### config.mk
export PLATFORM = sky130hd
export DESIGN_NAME = slope_delta_codec_logic
export DESIGN_NICKNAME = d
export VERILOG_FILES = /design/src/include/slope_codec_pkg.sv /design/src/bit_fifo.sv /design/src/slope_delta_codec_logic.sv
export SDC_FILE = /design/constraint.sdc
export NUM_CORES = 1
export LEC_CHECK = 0
export BUFFER_PORTS_ARGS = -buffer_cell sky130_fd_sc_hd__buf_2
export CAP_MARGIN = 20
export CORE_ASPECT_RATIO = 1.4
export CORE_MARGIN = 2
export CORE_UTILIZATION = 61
export DETAILED_ROUTE_END_ITERATION = 7
export PLACE_DENSITY = 0.85
export SYNTH_ARGS = -nofsm -noshare
export SYNTH_HDL_FRONTEND = slang
export SYNTH_SLANG_ARGS = --single-unit
export TNS_END_PERCENT = 5
### constraint.sdc
create_clock -name ref_clk -period 8.3 [get_ports ref_clk]
set_input_delay 0.415 -clock ref_clk [delete_from_list [all_inputs] [get_ports ref_clk]]
set_output_delay 0.415 -clock ref_clk [all_outputs]
set_load 0.03 [all_outputs]
### src/include/slope_codec_pkg.sv
/*
  Package for the slope delta codec logic: widths, reset patterns and
  arithmetic constants for the digital integrator and syllabic filter.
  Assumes a single 250 MHz reference clock and a bit-rate enable divider.
*/
package slope_codec_pkg;
  localparam int LEVEL_W = 16;
  localparam int SYL_W = 16;
  localparam int HIST_MAX = 4;
  localparam logic [3:0] HIST_RESET = 4'h5;
  localparam logic [15:0] LEVEL_MID = 16'h8000;
  localparam logic [15:0] STEP_MIN = 16'h0010;
  localparam logic [15:0] SYL_CHARGE = 16'h0400;
  localparam int SYL_DECAY_SHIFT = 5;
  localparam int STEP_SHIFT = 4;
  localparam int LEAK_SHIFT = 8;
  localparam int CLK_HZ = 250_000_000;
  localparam int BIT_RATE_HZ = 64_000;
  localparam int BIT_DIV = CLK_HZ / BIT_RATE_HZ;
  localparam int DUTY_W = 8;
  localparam int FIFO_DEPTH = 16;
  localparam int FIFO_W = 1;
endpackage

### src/bit_fifo.sv
/*
  Small synchronous FIFO of flip-flops with valid and ready on both sides.
  Assumes one clock and a synchronous active-low reset.
*/
`timescale 1ns/1ps
module bit_fifo #(
  parameter int WIDTH = 1,
  parameter int DEPTH = 16
) (
  input wire logic ref_clk, // Clock
  input wire logic reset_n, // Synchronous reset, active low
  input wire logic [WIDTH-1:0] in_data, // Write data
  input wire logic in_valid, // Write request
  output logic in_ready, // Room available
  output logic [WIDTH-1:0] out_data, // Head of queue
  output logic out_valid, // Queue not empty
  input wire logic out_ready // Reader takes head
);
  localparam int AW = $clog2(DEPTH);
  logic [WIDTH-1:0] mem [DEPTH];
  logic [AW-1:0] wr_ptr, rd_ptr, next_wr_ptr, next_rd_ptr;
  logic [AW:0] count, next_count;
  logic push, pop;

  always_comb begin
    push = in_valid && in_ready;
    pop = out_valid && out_ready;
    next_wr_ptr = push ? wr_ptr + 1'b1 : wr_ptr;
    next_rd_ptr = pop ? rd_ptr + 1'b1 : rd_ptr;
    next_count = count + (AW+1)'(push) - (AW+1)'(pop);
  end

  always_ff @(posedge ref_clk) begin
    if (!reset_n) begin
      wr_ptr <= '0;
      rd_ptr <= '0;
      count <= '0;
    end else begin
      wr_ptr <= next_wr_ptr;
      rd_ptr <= next_rd_ptr;
      count <= next_count;
    end
  end

  always_ff @(posedge ref_clk) begin
    if (push) begin
      mem[wr_ptr] <= in_data;
    end
  end

  assign in_ready = (count != (AW+1)'(DEPTH));
  assign out_valid = (count != '0);
  assign out_data = mem[rd_ptr];
endmodule

### src/slope_delta_codec_logic.sv
/*
  Clocked decision and coincidence logic of a slope delta voice codec with a
  digital integrator and syllabic filter. Assumes the analog comparison arrives
  as an asynchronous pin, and that decode bits arrive through the input FIFO.
*/
// Function
// Integrator level rises when emitted bit is high, falls when low
// Encode emits high while input exceeds feedback, low otherwise
// Step size is the integrator change over exactly one bit period
// Remote receiver integrates the bit stream with a matching integrator
// History of three or four bits; coincidence when all ones or zeros
// Each coincidence charges the syllabic filter, enlarging the step
// Encode/decode select chooses comparator or external bits for history
// In decode the far side supplies one received bit per codec clock
// Exactly one bit processed per bit-rate enable period
// Coincidence output duty cycle follows the syllabic filter level
// Each decision appears on the serial output bit
// System supplies a bit clock of at least 9600 Hz, ideally 64 kHz
// Three-bit history up to 16 kHz, four-bit from 32 kHz
// Idle input settles to an alternating one-zero output pattern
// New bit shifts into history; coincidence judged from updated contents
// Reset loads the history with alternating bits, so no coincidence
`timescale 1ns/1ps
module slope_delta_codec_logic #(
  parameter int BIT_DIV = slope_codec_pkg::BIT_DIV,
  parameter int LEVEL_W = slope_codec_pkg::LEVEL_W
) (
  input wire logic ref_clk, // 250 MHz clock
  input wire logic reset_n, // Synchronous reset, active low
  input wire logic encode_sel, // 1 encode, 0 decode (static)
  input wire logic four_bit_sel, // 1 four-bit history, 0 three-bit
  input wire logic input_above_pin, // Comparator: analog input above feedback
  input wire logic rx_bit, // Received serial bit for decode
  input wire logic rx_valid, // Received bit offered
  output logic rx_ready, // Room for a received bit
  output logic serial_bit_out, // Serial decision bit
  output logic bit_strobe, // One-cycle pulse per processed bit
  output logic coincidence_out, // Duty-cycle coincidence output
  output logic [LEVEL_W-1:0] local_integrator_level, // Integrator feedback level
  output logic [LEVEL_W-1:0] reconstructed_level, // Level in decode mode
  output logic [LEVEL_W-1:0] step_size // Step of the last bit period
);
  // ==================================================
  // Bit-rate enable and pin synchroniser
  localparam int DIV_W = $clog2(BIT_DIV + 1);
  logic [DIV_W-1:0] div_cnt, next_div_cnt;
  logic bit_en, next_bit_en;
  logic [2:0] cmp_sync;
  logic cmp_level, next_cmp_level;

  always_comb begin
    next_bit_en = 1'b0;
    next_div_cnt = div_cnt + 1'b1;
    if (div_cnt == DIV_W'(BIT_DIV - 1)) begin
      next_div_cnt = '0;
      next_bit_en = 1'b1;
    end
    // Only a stable reading of the last two stages changes the level
    next_cmp_level = (cmp_sync[2] == cmp_sync[1]) ? cmp_sync[2] : cmp_level;
  end

  always_ff @(posedge ref_clk) begin
    if (!reset_n) begin
      div_cnt <= '0;
      bit_en <= 1'b0;
      cmp_sync <= 3'h0;
      cmp_level <= 1'b0;
    end else begin
      div_cnt <= next_div_cnt;
      bit_en <= next_bit_en;
      cmp_sync <= {cmp_sync[1:0], input_above_pin};
      cmp_level <= next_cmp_level;
    end
  end

  // ==================================================
  // Received bit queue
  logic fifo_bit, fifo_valid, fifo_take, rx_ready_c;

  bit_fifo #(
    .WIDTH(slope_codec_pkg::FIFO_W),
    .DEPTH(slope_codec_pkg::FIFO_DEPTH)
  ) u_rx_fifo (
    .ref_clk(ref_clk),
    .reset_n(reset_n),
    .in_data(rx_bit),
    .in_valid(rx_valid),
    .in_ready(rx_ready_c),
    .out_data(fifo_bit),
    .out_valid(fifo_valid),
    .out_ready(fifo_take)
  );

  // Decode takes one queued bit per bit period; underrun repeats no bit
  assign fifo_take = bit_en && !encode_sel;

  // ==================================================
  // Decision, history and coincidence
  logic [3:0] hist, next_hist;
  logic next_serial, next_strobe, coinc, next_coinc;
  logic new_bit;

  always_comb begin
    // Underrun in decode falls back to alternating so the level idles
    if (encode_sel) begin
      new_bit = cmp_level;
    end else if (fifo_valid) begin
      new_bit = fifo_bit;
    end else begin
      new_bit = ~hist[0];
    end
    next_hist = hist;
    next_serial = serial_bit_out;
    next_strobe = 1'b0;
    if (bit_en) begin
      next_hist = {hist[2:0], new_bit};
      next_serial = new_bit;
      next_strobe = 1'b1;
    end
    if (four_bit_sel) begin
      next_coinc = (next_hist == 4'hf) || (next_hist == 4'h0);
    end else begin
      next_coinc = (next_hist[2:0] == 3'h7) || (next_hist[2:0] == 3'h0);
    end
    next_coinc = next_coinc && bit_en;
  end

  always_ff @(posedge ref_clk) begin
    if (!reset_n) begin
      hist <= slope_codec_pkg::HIST_RESET;
      serial_bit_out <= 1'b0;
      bit_strobe <= 1'b0;
      coinc <= 1'b0;
    end else begin
      hist <= next_hist;
      serial_bit_out <= next_serial;
      bit_strobe <= next_strobe;
      coinc <= next_coinc;
    end
  end

  // ==================================================
  // Syllabic filter, step size and integrator
  logic [15:0] syl, next_syl;
  logic [LEVEL_W-1:0] level, next_level, next_step, step_amt;
  logic [LEVEL_W:0] sum;

  always_comb begin
    next_syl = syl;
    if (bit_en) begin
      // Leak each bit, charge on coincidence: more coincidence, more charge
      next_syl = syl - (syl >> slope_codec_pkg::SYL_DECAY_SHIFT);
      if (next_coinc) begin
        next_syl = (next_syl > ~slope_codec_pkg::SYL_CHARGE) ? 16'hffff
                   : next_syl + slope_codec_pkg::SYL_CHARGE;
      end
    end
    step_amt = LEVEL_W'(slope_codec_pkg::STEP_MIN) + LEVEL_W'(syl >> slope_codec_pkg::STEP_SHIFT);
    next_level = level;
    next_step = step_size;
    sum = '0;
    if (bit_en) begin
      if (new_bit) begin
        sum = {1'b0, level} + {1'b0, step_amt};
        next_level = sum[LEVEL_W] ? {LEVEL_W{1'b1}} : sum[LEVEL_W-1:0];
      end else begin
        next_level = (level < step_amt) ? '0 : level - step_amt;
      end
      next_step = (next_level > level) ? next_level - level : level - next_level;
    end
  end

  always_ff @(posedge ref_clk) begin
    if (!reset_n) begin
      syl <= 16'h0000;
      level <= slope_codec_pkg::LEVEL_MID;
      step_size <= 16'h0000;
    end else begin
      syl <= next_syl;
      level <= next_level;
      step_size <= next_step;
    end
  end

  // ==================================================
  // Coincidence duty output: PWM compare against the filter level
  logic [slope_codec_pkg::DUTY_W-1:0] pwm_cnt;
  logic next_coinc_out;
  logic [LEVEL_W-1:0] next_local, next_recon;

  always_comb begin
    next_coinc_out = (pwm_cnt < syl[15 -: slope_codec_pkg::DUTY_W]);
    next_local = encode_sel ? level : local_integrator_level;
    next_recon = encode_sel ? reconstructed_level : level;
  end

  always_ff @(posedge ref_clk) begin
    if (!reset_n) begin
      pwm_cnt <= '0;
      coincidence_out <= 1'b0;
      local_integrator_level <= slope_codec_pkg::LEVEL_MID;
      reconstructed_level <= slope_codec_pkg::LEVEL_MID;
      rx_ready <= 1'b0;
    end else begin
      pwm_cnt <= pwm_cnt + 1'b1;
      coincidence_out <= next_coinc_out;
      local_integrator_level <= next_local;
      reconstructed_level <= next_recon;
      rx_ready <= rx_ready_c;
    end
  end

  // ==================================================
  // Assertions
  property p_bit_period;
    @(posedge ref_clk) disable iff (!reset_n)
      bit_strobe |=> !bit_strobe;
  endproperty
  a_bit_period: assert property (p_bit_period) else $error("Bit strobe repeated");

  property p_serial_hold;
    @(posedge ref_clk) disable iff (!reset_n)
      !bit_strobe |-> $stable(serial_bit_out);
  endproperty
  a_serial_hold: assert property (p_serial_hold) else $error("Serial bit changed off strobe");

  property p_up;
    @(posedge ref_clk) disable iff (!reset_n)
      bit_en && new_bit && level < 16'hf000 |=> level > $past(level);
  endproperty
  a_up: assert property (p_up) else $error("Integrator did not rise");

  property p_down;
    @(posedge ref_clk) disable iff (!reset_n)
      bit_en && !new_bit && level > 16'h1000 |=> level < $past(level);
  endproperty
  a_down: assert property (p_down) else $error("Integrator did not fall");

  property p_coinc;
    @(posedge ref_clk) disable iff (!reset_n)
      bit_en && four_bit_sel && next_hist == 4'hf |=> coinc;
  endproperty
  a_coinc: assert property (p_coinc) else $error("Coincidence missed");

  property p_no_false;
    @(posedge ref_clk) disable iff (!reset_n)
      coinc |-> (hist[2:0] == 3'h7 || hist[2:0] == 3'h0);
  endproperty
  a_no_false: assert property (p_no_false) else $error("False coincidence");

  property p_charge;
    @(posedge ref_clk) disable iff (!reset_n)
      next_coinc && syl < 16'h8000 |=> syl > $past(syl);
  endproperty
  a_charge: assert property (p_charge) else $error("Filter not charged");

  property p_encode;
    @(posedge ref_clk) disable iff (!reset_n)
      bit_en && encode_sel |=> serial_bit_out == $past(cmp_level);
  endproperty
  a_encode: assert property (p_encode) else $error("Encode bit mismatch");

  property p_step_size;
    @(posedge ref_clk) disable iff (!reset_n)
      bit_strobe |-> step_size == ((level >= $past(level)) ? level - $past(level) : $past(level) - level);
  endproperty
  a_step_size: assert property (p_step_size) else $error("Step size not one-period change");

  property p_coinc_three;
    @(posedge ref_clk) disable iff (!reset_n)
      bit_en && !four_bit_sel && next_hist[2:0] == 3'h0 |=> coinc;
  endproperty
  a_coinc_three: assert property (p_coinc_three) else $error("Three-bit coincidence missed");

  property p_duty_zero;
    @(posedge ref_clk) disable iff (!reset_n)
      syl[15 -: slope_codec_pkg::DUTY_W] == '0 |=> !coincidence_out;
  endproperty
  a_duty_zero: assert property (p_duty_zero) else $error("Duty output high with empty filter");

  property p_decode_frozen;
    @(posedge ref_clk) disable iff (!reset_n)
      !encode_sel |=> $stable(local_integrator_level);
  endproperty
  a_decode_frozen: assert property (p_decode_frozen) else $error("Encode level moved in decode");
endmodule

# Yosys cells after proc, flatten, opt, wreduce, memory -nomap -nowiden

Memories as Yosys holds them, arrays and structs flattened. A register that Yosys moved wholly into a read port is not among the register bits.
Index checks and enable logic that the tools add are counted.

Flip-flop bits (word level): 126
Memory bits (writable): 16
Input port bits: 7
Output and inout bits: 52
Logic and storage cells: 71
Memories: 1

Add/subtract/negate cells: 13
Order comparisons: 4
Equality and inequality tests: 5
Muxes and demuxes: 17
Bitwise gates (word level): 2
Reduce and logical (&&, ||, !) cells: 11

Memory list:

| name          | depth | width | rd ports | clocked after Yosys merged registers in | wr ports | RTL line       | source |
|---|---|---|---|---|---|---|---|
| u_rx_fifo.mem | 16    | 1     | 1        | 1                                       | 1        | bit_fifo.sv:20 | `logic [WIDTH-1:0] mem [DEPTH];` |

Operator list:

| operator                                               | number |
|---|---|
| 2-to-1 mux 16 bit                                      | 7 |
| subtractor 16 bit                                      | 2 |
| adder 16 x 13 -> 17 bit                                | 1 |
| adder 16 x 11 -> 16 bit (second input constant)        | 1 |
| greater-than comparator 16 bit                         | 1 |
| greater-than comparator 16 bit (second input constant) | 1 |
| less-than comparator 16 x 13 -> 1 bit                  | 1 |
| subtractor 16 x 11 -> 16 bit                           | 1 |
| subtractor 16 x 13 -> 16 bit                           | 1 |
| adder 5 x 12 -> 13 bit (first input constant)          | 1 |
| adder 12 x 1 -> 12 bit (second input constant)         | 1 |
| equality test 12 bit (second input constant)           | 1 |
| 2-to-1 mux 4 bit                                       | 3 |
| adder 4 x 1 -> 4 bit (second input constant)           | 2 |
| adder 8 x 1 -> 8 bit (second input constant)           | 1 |
| less-than comparator 8 bit                             | 1 |
| 2-to-1 mux 1 bit                                       | 7 |
| adder 5 x 1 -> 5 bit                                   | 1 |
| != test 5 bit (second input constant)                  | 1 |
| nonzero test 5 bit                                     | 1 |
| subtractor 5 x 1 -> 5 bit                              | 1 |
| equality test 4 bit (second input constant)            | 1 |
| logical AND 1 bit                                      | 4 |
| logical NOT 4 bit                                      | 1 |
| 7 further kinds                                        | 9 |

# Depth between registers and ports, before layout

Gate-level depths: netlist of the first run.

Depth in word-level cells: 9
Depth in mapped cells: 28
Mapped depth without buffers: 26

# By module

Synthesis of the first run repeated with hierarchy kept, for this count alone.

Cell total of the unflattened synthesis: 1,180
Area, all modules: 9,983.3 µm²

By module, submodules not included:

| module                  | times used | cells each | area an instance (µm²) | seq. area each (µm²) |
|---|---|---|---|---|
| slope_delta_codec_logic | 1          | 1,045      | 8,458.1                | 2,242.2 |
| bit_fifo                | 1          | 135        | 1,525.2                | 820.8 |

# Worst setup path before layout of the first run

Ideal clock, no wire load.

Kind: register -> register
From: reg syl[12]
To: reg step_size[14]
Library setup time: 0.062 ns
Arrival time: 5.368 ns
Data required time: 8.238 ns
Path slack: 2.870 ns
Stages on the path, launching flop included: 26
Path buffers: 2
Period minus slack after synthesis: 5.430 ns
Path through: dfxtp_1 > clkbuf_1 > inv_1 > nor3_1 > nand3_1 > nor3_1 > xnor2_1 > ha_1 > a21oi_1 > o21ai_0 > a221o_1 > and2_1 > o311ai_0 > a21o_1 > inv_1 > ha_1 > clkbuf_1 > o21ai_0 > o21ai_0 > nand3b_1 > a21oi_1 > mux2_2 > a21oi_1 > o2111ai_1 > a211o_1 > nand3_1

Cells in the longest elaborated chain, start to end: 7
Elaborated cells on any way between the ends: 12
Classes of those cells: 5 x add/sub; 2 x order compare; 5 x mux

RTL lines:

| what                                                                | RTL line                                                       | source |
|---|---|---|
| start, declared                                                     | slope_delta_codec_logic.sv:144                                 | `logic [15:0] syl, next_syl;` |
| start signal, assigned                                              | slope_delta_codec_logic.sv:179                                 | `syl <= next_syl;` |
| adder 5 x 12 -> 13 bit *                                            | slope_delta_codec_logic.sv:158                                 | `step_amt = LEVEL_W'(slope_codec_pkg::STEP_MIN) + LEVEL_W'(syl >> slope_codec_pkg::STEP_SHIFT);` |
| adder 16 x 13 -> 17 bit, or another cell as far along               | slope_delta_codec_logic.sv:164                                 | `sum = {1'b0, level} + {1'b0, step_amt};` |
| 2-to-1 mux 16 bit (on tied branches)                                | slope_delta_codec_logic.sv:165, slope_delta_codec_logic.sv:167 |  |
| 2-to-1 mux 16 bit *                                                 | slope_delta_codec_logic.sv:163                                 | `if (new_bit) begin` |
| 2-to-1 mux 16 bit *                                                 | slope_delta_codec_logic.sv:162                                 | `if (bit_en) begin` |
| subtractor 16 bit or greater-than comparator 16 bit (tied branches) | slope_delta_codec_logic.sv:169                                 | `next_step = (next_level > level) ? next_level - level : level - next_level;` |
| 2-to-1 mux 16 bit *                                                 | slope_delta_codec_logic.sv:169                                 |  |
| end signal, assigned                                                | slope_delta_codec_logic.sv:181                                 | `step_size <= next_step;` |
| end, declared                                                       | slope_delta_codec_logic.sv:41                                  | `output logic [LEVEL_W-1:0] step_size` |

Mark *: on every way between the ends. The rest lies on a longest branch, timed or not. The select of a mux whose other input is x is not followed.
A chain may end at the register's enable or synchronous reset.

# Final worst setup path of the first run

Same ends and word-level chain as after synthesis.

==> results.md, run 1 <==
* Die H at 155.0 um
* Switch Pwr at 0.5851 mW
* Total track usage at 0.2951
* Hold depth at 2
* Ys Warns at 0
* GRT Residual Overflow at 0
* Critical Path Sink Type: register
* Fin Setup TNS at 0 ns
* Net Count, Synth at 1,294
* Final worst slack at 2.011 ns
* CTS Sinks at 145
* Top Ports at 59
* DR pass1 iterations at 5
* RSZ-0062 raised after global routing: no
* Sw frac at 0.3150
* Routed wire length at 25.17 mm
* Maxcap violations at 0
* Core footprint at 0.01603 mm2
* H-tree level count at 4
* Die width at 111.9 um
* Synth-to-layout area growth at 9.442%
* Post-route insts no fill at 1,427
* Fin area at 0.01088 mm2
* Starting Density at 0.6198
* Final period utilization at 0.7577
* Synth unique cells at 71
* Worst slew pin tran at 1.093 ns
* Count of final hold-check violations at 0
* Global-route wire length before repair at 41.88 mm
* Clock network fraction of design power at 0.402
* CTS buffer count at 17
* Mean Syn Cell Area at 8.380 um2
* Antenna Nets Post-Route at 0
* Worst Skew at 0.01252 ns
* Initial antenna violation count at 1
* Placed Cells at 1,394
* Peak Freq at 159.0 MHz
* Die area at 0.01734 mm2
* Row cnt at 55
* Launch point of the worst reg-to-reg path: syl[12]$_SDFFE_PN0P_
* DP Area at 0.01031 mm2
* I/O Buffers at 58
* Vias in the first global route at 8,599
* Pwr dens at 170.8 mW/mm2
* Mapped cell area at 0.009938 mm2
* Later-pin clock latency in the skew report at 0.43 ns
* Main synth FF type: dfxtp_1
* Pre-CTS setup slack at 2.158 ns
* Resize count post-CTS at 0
* Pleak at 4.725 nW
* Number of flops mapped to enable cells by yosys at 16
* Crit-path max FO at 16
* Worst Hold End: cmp_sync[0]$_SDFF_PN0_
* Hold/Removal Path Class: input pin to register
* Int Power at 1.272 mW
* Reg2reg path depth at 24
* Vias at 8,710
* R2r endpoint: step_size[14]$_SDFFE_PN0P_
* Ys async rst share at 0
* Clock tree buffer depth at 2
* GP Congestion at 0.9640
* Tot Pwr at 1.857 mW
* Gate count of the mapped netlist at 1,186
* Final setup vio count at 0
* Seq pwr share at 0.399
* DRC Markers at 0
* Hold Slack at 0.1978 ns
* Vias per cell at 6.104
* Post-CTS Setup Inserts at 0
* Worst rel slew slack at 0.2614
* Share of cells above drive strength 1 at 0.09128
* Largest net degree at the start of global routing at 80
* Synth Register Bits at 145
* Peak supply drop at 0.0001808 V
* Period minus WS final at 6.289 ns
* HPWL after DPL at 18.69 mm
* Clk pin slew, worst setup/hold paths at 0.07 ns
* Combinational fraction of design power at 0.199
* Status: finished, final reports clean
* First DRT Iteration DRCs at 608
* Hold_sp: input_above_pin
* CTS tree: built
* Type of origin of the critical path: register
* Final net count at 1,322
* Fin util at 0.6783
* Worst path required time at 8.68 ns
* Worst reg-to-reg setup slack at 2.01 ns
* WP data arrival at 6.66 ns
* Slew Limit Fails at 0
* Routed WL per cell at 17.64 um
* Root Buffer: clkbuf_16
* Sequential share of the synthesized area at 0.3082
* CTS Hold Bufs at 0
* CP Class: register to register
power groups by stage:
stage          Sequential [mW]  Combinational [mW]  Clock (mW)
6_report                 0.741               0.369       0.747
5_1_grt                  0.742               0.407       0.782
4_1_cts                  0.740               0.365       0.754
3_5_place_dp             0.756               0.362           0
3_3_place_gp             0.755               0.353           0
2_1_floorplan            0.756               0.279           0
worst max-delay path by stage:
stage                         startpoint                          to  depth (start not counted)
finish              syl[12]$_SDFFE_PN0P_  step_size[14]$_SDFFE_PN0P_                         24
global route         syl[8]$_SDFFE_PN0P_  step_size[14]$_SDFFE_PN0P_                         24
global placement     syl[8]$_SDFFE_PN0P_  step_size[14]$_SDFFE_PN0P_                         24
floorplan           syl[12]$_SDFFE_PN0P_  step_size[14]$_SDFFE_PN0P_                         25
CTS                  syl[8]$_SDFFE_PN0P_  step_size[14]$_SDFFE_PN0P_                         24
detailed placement   syl[8]$_SDFFE_PN0P_  step_size[14]$_SDFFE_PN0P_                         24
synthesized netlist by cell type (6+ instances only):
master | number | area, um2
dfxtp_1 | 129 | 2582
inv_1 | 100 | 375.4
ha_1 | 95 | 1189
nor2_1 | 82 | 307.8
nand2_1 | 81 | 304.0
a21oi_1 | 79 | 395.4
o21ai_0 | 72 | 360.4
nor2b_1 | 48 | 300.3
xnor2_1 | 47 | 411.6
mux2i_1 | 46 | 460.4
clkbuf_1 | 45 | 168.9
a21o_1 | 33 | 247.7
nand3_1 | 32 | 160.2
and2_1 | 26 | 162.7
nor3_1 | 22 | 110.1
a31oi_1 | 18 | 112.6
edfxtp_1 | 16 | 480.5
nand2b_1 | 14 | 87.58
o21a_1 | 14 | 105.1
xor2_1 | 14 | 122.6
o211a_1 | 12 | 120.1
o211ai_1 | 9 | 67.56
o21bai_1 | 9 | 67.56
o31ai_1 | 9 | 67.56
a21boi_0 | 8 | 60.06
and3_1 | 8 | 50.05
nand4_1 | 8 | 50.05
nor4_1 | 8 | 50.05
buf_1 | 6 | 22.52
fa_1 | 6 | 120.1
cells in the final DEF, fill, tap and decap left out, types with 33 or more instances in the layout:
cell,instances
nor2b_1,48
buf_2,58
xnor2_1,47
ha_1,95
nand2_1,81
mux2i_1,46
a21oi_1,78
inv_1,100
a21o_1,33
dfxtp_1,128
nor2_1,82
o21ai_0,72
area by class of cell:
cell class | instances | area (um2)
antenna | 1 | 2.502
fill | 1289 | 5157
tap | 199 | 249.0
inverter | 101 | 379.1
clock buffer | 18 | 429.2
clock inverter | 14 | 135.1
timing repair buffer | 65 | 342.8
sequential | 145 | 3064
multi-input combinational | 884 | 6275
flip-flops by register name (all words and copies together), names as in the netlist, 3 cells and up, named ones only:
name / count
cmp_sync: 3
div_cnt: 12
hist: 3
level: 16
local_integrator_level: 16
pwm_cnt: 8
reconstructed_level: 16
step_size: 16
syl: 16
u_rx_fifo.count: 5
u_rx_fifo.mem: 16
u_rx_fifo.rd_ptr: 4
u_rx_fifo.wr_ptr: 4
logic make-up (layout without fill, tap and decap cells):
kind of cell | Yosys count | in the layout | synth area share
other | 0 | 1 | 0
DFF | 145 | 145 | 0.3082
adders and majority gates | 101 | 101 | 0.1317
buffers and inverters | 157 | 198 | 0.06081
AOI/OAI and AO/OA | 317 | 317 | 0.2123
muxes | 51 | 51 | 0.05426
and+or+nand+nor | 354 | 354 | 0.1790
xor gates and xnor gates | 61 | 61 | 0.05376
layer usage:
layer,vias up,share of wire,track usage
li1,4207,-,-
met2,270,0.52,0.5469
met3,65,0.041,0.04675
met1,4168,0.40,0.3289
met5,-,0,0
met4,0,0.037,0.1364
worst max-delay path, cell delays in order, from the launching register on:
cell	delay, ns
dfxtp_1	0.46
inv_1	0.16
nor3_1	0.17
nand3_1	0.15
nor3_1	0.21
xnor2_1	0.18
ha_1	0.34
a21oi_1	0.20
o21ai_0	0.11
a221o_1	0.46
a21oi_1	0.54
a221o_1	0.27
a21o_1	0.15
inv_1	0.05
ha_1	0.39
o21ai_0	0.13
o21ai_0	0.27
nand3b_1	0.13
a21oi_2	0.45
buf_4	0.32
mux2_2	0.37
a21oi_1	0.18
o2111ai_1	0.15
a211o_1	0.29
nand3_1	0.07
No activity file was read; power rests on OpenSTA's default activity.
==> run 2, diff against run 1 <==
--- a/config.mk
+++ b/config.mk
@@ -5,6 +5,7 @@
 export SDC_FILE = /design/constraint.sdc
 export NUM_CORES = 1
 export LEC_CHECK = 0
+export ABC_AREA = 1
 export BUFFER_PORTS_ARGS = -buffer_cell sky130_fd_sc_hd__buf_2
 export CAP_MARGIN = 20
 export CORE_ASPECT_RATIO = 1.4
==> constraint.sdc (replaced) <==
create_clock -name ref_clk -period 6.6 [get_ports ref_clk]
set_input_delay 0.33 -clock ref_clk [delete_from_list [all_inputs] [get_ports ref_clk]]
set_output_delay 0.33 -clock ref_clk [all_outputs]
set_load 0.03 [all_outputs]
==> results.md, run 2 <==
* Status: finished, violations left
* Violated checks: DRC
* CTS tree: built
* Type of origin of the critical path: register
* Simple-Gate Fraction of Synth Area at 0.2226 (+0.04359)
* Hold/Removal Path Class: input pin to register
* Initial antenna violation count at 0 (-1)
* Later-pin clock latency in the skew report at 0.44 ns (about the same)
* Ys Warns at 0 (unchanged)
* CP Class: register to register
* Worst path required time at 6.93 ns (-1.75 ns)
* Number of flops mapped to enable cells by yosys at 16 (unchanged)
* Mapped cell area at 0.01013 mm2 (+2.0%)
* Starting Density at 0.6240 (+0.004139)
* Peak supply drop at 0.0001722 V (-4.8%)
* Pleak at 5.369 nW (+14%)
* Worst slew pin tran at 0.9263 ns (-0.1662 ns)
* Share of Yosys cell area claimed by the top area cell type at 0.2568 (-0.003030)
* Slew Limit Fails at 0 (unchanged)
* Commonest non-fill, non-tap cell in the layout: nand2_1
* Combinational fraction of design power at 0.269 (+0.070)
* Peak Freq at 182.3 MHz (+15%)
* Root Buffer: clkbuf_16
* Combinational family with the most area after synthesis: simple AND/OR/NAND/NOR gates
* Slowest stage cell, crit path: fa_1
* Main synth FF type: dfxtp_1
* Routed WL per cell at 16.23 um (-8.0%)
* Final setup vio count at 0 (unchanged)
* CTS Hold Bufs at 0 (unchanged)
* Reg2reg path depth at 33 (+38%)
* Core footprint at 0.01624 mm2 (+1.3%)
* Post-Synth XOR/XNOR Area at 0.04988 (-0.003875)
* Top cells by area, synth: dfxtp_1 (26%), ha_1 (12%), nand2_1 (9.9%), inv_1 (7.0%), a21oi_1 (6.7%)
* Vias per cell at 5.713 (-6.4%)
* Maxcap violations at 0 (unchanged)
* Complex-gate fraction of the synthesized area at 0.1932 (-0.01903)
* Die width at 112.9 um (+0.94%)
* DR pass1 iterations at 7 (+2)
* Mean Syn Cell Area at 7.207 um2 (-14%)
* CTS Sinks at 146 (+0.69%)
* Resize count post-CTS at 0 (unchanged)
* Placed Cells at 1,616 (+16%)
* WP data arrival at 5.82 ns (-0.84 ns)
* First DRT Iteration DRCs at 560 (-7.9%)
* Int Power at 1.713 mW (+35%)
* Total track usage at 0.3045 (+0.009377)
* Launch point of the worst reg-to-reg path: syl[8]$_SDFFE_PN0P_
* Worst Skew at 0.009434 ns (-0.003090 ns)
* Sequential share of the synthesized area at 0.3042 (-0.003961)
* GRT Residual Overflow at 0 (unchanged)
* Period minus WS final at 5.486 ns (-0.8023 ns)
* Clock network fraction of design power at 0.372 (-0.030)
* Synth Area in Adders at 0.1292 (-0.002537)
* Antenna Nets Post-Route at 0 (unchanged)
* Synth unique cells at 59 (-17%)
* HPWL after DPL at 20.35 mm (+8.9%)
* Post-synthesis mux area share at 0 (-0.05426)
* Routed wire length at 26.75 mm (+6.3%)
* Commonest cells in the netlist: nand2_1 (266), inv_1 (190), a21oi_1 (136), dfxtp_1 (130), o21ai_0 (130)
* Final net count at 1,544 (+17%)
* H-tree level count at 4 (unchanged)
* N_diodes at 0 (-1)
* Final period utilization at 0.8312 (+0.07360)
* Crit-path max FO at 18 (+2)
* FILL cells at 1,364 (+5.8%)
* Count of final hold-check violations at 0 (unchanged)
* Clk pin slew, worst setup/hold paths at 0.06 ns (about the same)
* R2r endpoint: step_size[2]$_SDFFE_PN0P_
* Worst reg-to-reg setup slack at 1.11 ns (-0.90 ns)
* Die H at 156.5 um (+0.95%)
* Global-route wire length before repair at 42.92 mm (+2.5%)
* Sw frac at 0.3519 (+0.03692)
* Synth-to-layout area growth at 8.865%
* Clock tree buffer depth at 2 (unchanged)
* Fin Setup TNS at 0 ns (unchanged)
* Seq pwr share at 0.359 (-0.040)
* Die area at 0.01767 mm2 (+1.9%)
* Post-route insts no fill at 1,648 (+15%)
* Largest net degree at the start of global routing at 72 (-10%)
* CTS buffer count at 17 (unchanged)
* Pwr dens at 239.6 mW/mm2 (+40%)
* Cell taking the most area after synthesis: dfxtp_1
* Synth Register Bits at 146 (+0.69%)
* Critical Path Sink Type: register
* Gate count of the mapped netlist at 1,406 (+19%)
* Top Ports at 59 (unchanged)
* I/O Buffers at 58 (unchanged)
* Cell mode on critical path: nand2_1
* Switch Pwr at 0.9302 mW (+59%)
* Worst Hold End: cmp_sync[0]$_SDFF_PN0_
* Hold_sp: input_above_pin
* Top-count cell post-synth: nand2_1
* Vias in the first global route at 9,268 (+7.8%)
* Most frequent cells in the layout: nand2_1 (266), inv_1 (190), a21oi_1 (136)
* DRC Markers at 6 (+6)
* Net Count, Synth at 1,514 (+17%)
* Hold depth at 3 (+1)
* Ys async rst share at 0 (unchanged)
* RSZ-0062 raised after global routing: no
* Post-CTS Setup Inserts at 0 (unchanged)
* Vias at 9,415 (+8.1%)
* Row cnt at 55 (unchanged)
* Share of cells above drive strength 1 at 0.1146 (+0.02328)
* Crit-path max cell delay at 0.41 ns (-0.13 ns)
* Worst rel slew slack at 0.3818 (+0.1204)
* GP Congestion at 1.023 (+6.2%)
==> run 2: cells by family after synthesis <==
group           after synthesis
simple gates                502
compound gates              349
buf+inv                     252
flops                       146
fa+ha+maj                   101
xor+xnor                     56
==> run 2: cell type report <==
type	count	area, um2	share of cell area
Tap cell	199	249.0	0.02257
Clock inverter	13	138.9	0.01259
Clock buffer	19	452.9	0.04106
Sequential cell	146	3084	0.2796
Timing Repair Buffer	61	312.8	0.02835
Multi-Input combinational cell	1008	6028	0.5464
Inverter	202	765.7	0.06941
==> run 2: worst max-delay path: cells and delay by family, from the launching register on <==
family                     cells  cell delay, ns
AOI/OAI and AO/OA              7            1.08
xor gates and xnor gates       2            0.34
adders and majority gates      3            0.99
buffers and inverters          7            0.63
DFF                            1            0.39
and+or+nand+nor               14            1.94
==> run 2: per-stage QoR <==
step,util,area [um2],power [mW],setup WS (ns),hold WS [ns]
after CTS,0.6793,11030,2.636,1.205,0.07006
after detailed placement,0.6428,10440,1.660,1.272,0.4019
final,0.6793,11030,2.643,1.114,0.07333
after global routing,0.6793,11030,2.772,0.5570,0.07919
after global placement,0.6428,10440,1.648,1.440,0.3996
after floorplan,-,10130,1.522,1.930,0.3905
==> run 2: routing by layer <==
metal  vias to the layer above  global-route usage  wire [um]
met5                         -                   0          0
met4                         0              0.1794       1514
met3                       104             0.05229       1231
met2                       327              0.5777      14140
met1                      4311              0.3092       9867
li1                       4673                   -          -
==> run 2: how the worst max path moves through the flow <==
stage / startpoint / endpoint / slack (ns) / cells after the start
detailed placement: syl[8]$_SDFFE_PN0P_ / step_size[15]$_SDFFE_PN0P_ / 1.27 / 33
global route: syl[8]$_SDFFE_PN0P_ / step_size[15]$_SDFFE_PN0P_ / 0.56 / 33
finish: syl[8]$_SDFFE_PN0P_ / step_size[2]$_SDFFE_PN0P_ / 1.11 / 33
floorplan: syl[8]$_SDFFE_PN0P_ / step_size[7]$_SDFFE_PN0P_ / 1.93 / 35
global placement: syl[8]$_SDFFE_PN0P_ / step_size[15]$_SDFFE_PN0P_ / 1.44 / 34
CTS: syl[8]$_SDFFE_PN0P_ / step_size[15]$_SDFFE_PN0P_ / 1.21 / 33
==> run 2: power by group through the flow <==
stage	Combinational, mW	Sequential [mW]	Clock, mW
2_1_floorplan	0.535	0.987	0
3_3_place_gp	0.680	0.967	0
3_5_place_dp	0.692	0.968	0
4_1_cts	0.699	0.949	0.987
5_1_grt	0.790	0.953	1.03
6_report	0.710	0.950	0.983
==> run 3, diff against run 2 <==
==> constraint.sdc (replaced) <==
create_clock -name ref_clk -period 5.8 [get_ports ref_clk]
set_input_delay 0.29 -clock ref_clk [delete_from_list [all_inputs] [get_ports ref_clk]]
set_output_delay 0.29 -clock ref_clk [all_outputs]
set_load 0.03 [all_outputs]
==> results.md, run 3 (synthesis results as in run 2) <==
* GP Congestion at 1.012 (-1.1%)
* GR peak layer: met2
* Row cnt at 55 (unchanged)
* Starting Density at 0.6240 (unchanged)
* Critical Path Sink Type: register
* Initial antenna violation count at 0 (unchanged)
* Peak Freq at 187.2 MHz (+2.7%)
* N_diodes at 0 (unchanged)
* Vias per cell at 5.721 (+0.14%)
* Hold/Removal Path Class: input pin to register
* Later-pin clock latency in the skew report at 0.44 ns (about the same)
* Grt met3 use at 0.04725 (-0.005035)
* Largest net degree at the start of global routing at 70 (-2.8%)
* R2r endpoint: step_size[2]$_SDFFE_PN0P_
* Routed wire length at 27.20 mm (+1.7%)
* RSZ-0062 raised after global routing: no
* Final net count at 1,546 (+0.13%)
* Routed WL per cell at 16.49 um (+1.6%)
* Int Power at 1.950 mW (+14%)
* Met1 GRT Util at 0.3099 (+0.0007468)
* H-tree level count at 4 (unchanged)
* Commonest non-fill, non-tap cell in the layout: nand2_1
* CP bufs+invs at 7 (unchanged)
* Fin Setup TNS at 0 ns (unchanged)
* Type of origin of the critical path: register
* Sw frac at 0.3510 (-0.0009754)
* Seq pwr share at 0.360 (about the same)
* Crit-path max FO at 18 (unchanged)
* Combinational fraction of design power at 0.273 (+0.004)
* HPWL after DPL at 20.57 mm (+1.1%)
* Synth-to-layout area growth at 9.261%
* Reg2reg path depth at 33 (unchanged)
* Most frequent cells in the layout: nand2_1 (266), inv_1 (190), a21oi_1 (136)
* DRC Markers at 6 (unchanged)
* First DRT Iteration DRCs at 583 (+4.1%)
* Hold Slack at 0.03722 ns (-0.03611 ns)
* Violated checks: DRC
* Slew Limit Fails at 0 (unchanged)
* Antenna Nets Post-Route at 0 (unchanged)
* Switch Pwr at 1.054 mW (+13%)
* Met2 Use GR at 0.5752 (-0.002582)
* Cell mode on critical path: nand2_1
* Core footprint at 0.01624 mm2 (unchanged)
* Global-route wire length before repair at 43.42 mm (+1.2%)
* Peak supply drop at 0.0002229 V (+29%)
* Slowest stage cell, crit path: fa_1
* Worst slew pin tran at 0.9048 ns (-0.02149 ns)
* Vias in the first global route at 9,308 (+0.43%)
* Root Buffer: clkbuf_16
* Clock network fraction of design power at 0.367 (-0.005)
* Final setup vio count at 0 (unchanged)
* WP data arrival at 5.67 ns (-0.15 ns)
* CTS buffer count at 17 (unchanged)
* Final period utilization at 0.9212 (+0.08995)
* Worst path depth at 33 (unchanged)
* Count of final hold-check violations at 0 (unchanged)
* CTS Sinks at 146 (unchanged)
* Clk pin slew, worst setup/hold paths at 0.06 ns (about the same)
* Maxcap violations at 0 (unchanged)
* CTS tree: built
* Crit-path max cell delay at 0.41 ns (about the same)
* Worst reg-to-reg setup slack at 0.46 ns (-0.66 ns)
* GRT Residual Overflow at 0 (unchanged)
* Delay-heaviest family, CP: simple AND/OR/NAND/NOR gates
* Status: finished, violations left
* Crit path to: step_size[2]$_SDFFE_PN0P_
* Vias at 9,440 (+0.27%)
* Die area at 0.01767 mm2 (unchanged)
* DR pass1 iterations at 7 (unchanged)
* Launch point of the worst reg-to-reg path: syl[9]$_SDFFE_PN0P_
* Pleak at 5.395 nW (+0.49%)
* Clock tree buffer depth at 2 (unchanged)
* Die H at 156.5 um (unchanged)
* Top Ports at 59 (unchanged)
* CP Class: register to register
* CP startpoint: syl[9]$_SDFFE_PN0P_
* CTS Hold Bufs at 0 (unchanged)
* Total track usage at 0.3096 (+0.005069)
* Pwr dens at 271.3 mW/mm2 (+13%)
* I/O Buffers at 58 (unchanged)
* Worst path required time at 6.13 ns (-0.80 ns)
* Share of cells above drive strength 1 at 0.1199 (+0.005356)
* Worst rel slew slack at 0.3961 (+0.01434)
* Period minus WS final at 5.343 ns (-0.1433 ns)
* Die width at 112.9 um (unchanged)
* Worst Skew at 0.01140 ns (+0.001967 ns)
## run 3: changes by cell type in the layout (fill, tap and decap cells not counted), sizes merged
cell      delta
buf          +1
clkinv       -2
clkinvlp     +1
inv          +1
nor2         +1
## run 3: tightest hold or removal path, stage by stage
cell and delay [ns]:
buf_2 0.07, nand2_1 0.04, inv_1 0.04
## run 3: timing repair
action / CTS / global route
resized for setup: 0 / 8
setup endpoints to repair: 0 / 15
buffers inserted: 0 / 2
## run 3: metrics by stage
step | total power [mW] | setup WS [ns] | util | instances | cell area (um2)
5_1_grt | 3.150 | 0.004683 | 0.6817 | 1650 | 11070
3_5_place_dp | 1.895 | 0.3751 | 0.6424 | 1615 | 10430
3_3_place_gp | 1.876 | 0.6231 | 0.6424 | 1615 | 10430
4_1_cts | 2.992 | 0.3165 | 0.6787 | 1647 | 11020
6_report | 3.004 | 0.4571 | 0.6817 | 1650 | 11070
2_1_floorplan | 1.732 | 1.130 | - | 1406 | 10130
## run 3: worst min-delay path by stage
stage                                      start                      to  cells after the start
after detailed placement  cmp_sync[0]$_SDFF_PN0_  cmp_sync[1]$_SDFF_PN0_                      2
after CTS                        input_above_pin  cmp_sync[0]$_SDFF_PN0_                      3
after floorplan                  input_above_pin  cmp_sync[0]$_SDFF_PN0_                      2
after global placement    cmp_sync[0]$_SDFF_PN0_  cmp_sync[1]$_SDFF_PN0_                      2
final                            input_above_pin  cmp_sync[0]$_SDFF_PN0_                      3
after global routing             input_above_pin  cmp_sync[0]$_SDFF_PN0_                      3
## run 3: power by group through the flow
stage               sequential (mW)  clock [mW]  combinational (mW)
floorplan                      1.12           0               0.609
global placement               1.10           0               0.775
detailed placement             1.10           0               0.793
CTS                            1.08        1.11               0.802
global route                   1.08        1.15               0.912
finish                         1.08        1.10               0.821
## run 3: cell type report
type                            instances  area [um2]
Inverter                              202       765.7
Multi-Input combinational cell       1009        6057
Clock buffer                           19       452.9
Fill cell                            1363        5169
Tap cell                              199       249.0
Sequential cell                       146        3089
Timing Repair Buffer                   62       320.3
Clock inverter                         13       137.6
## run 3: per-layer routing
metal / vias up / part of all wire
li1: 4704 / -
met2: 306 / 0.51
met5: - / 0
met3: 140 / 0.042
met4: 0 / 0.078
met1: 4290 / 0.37
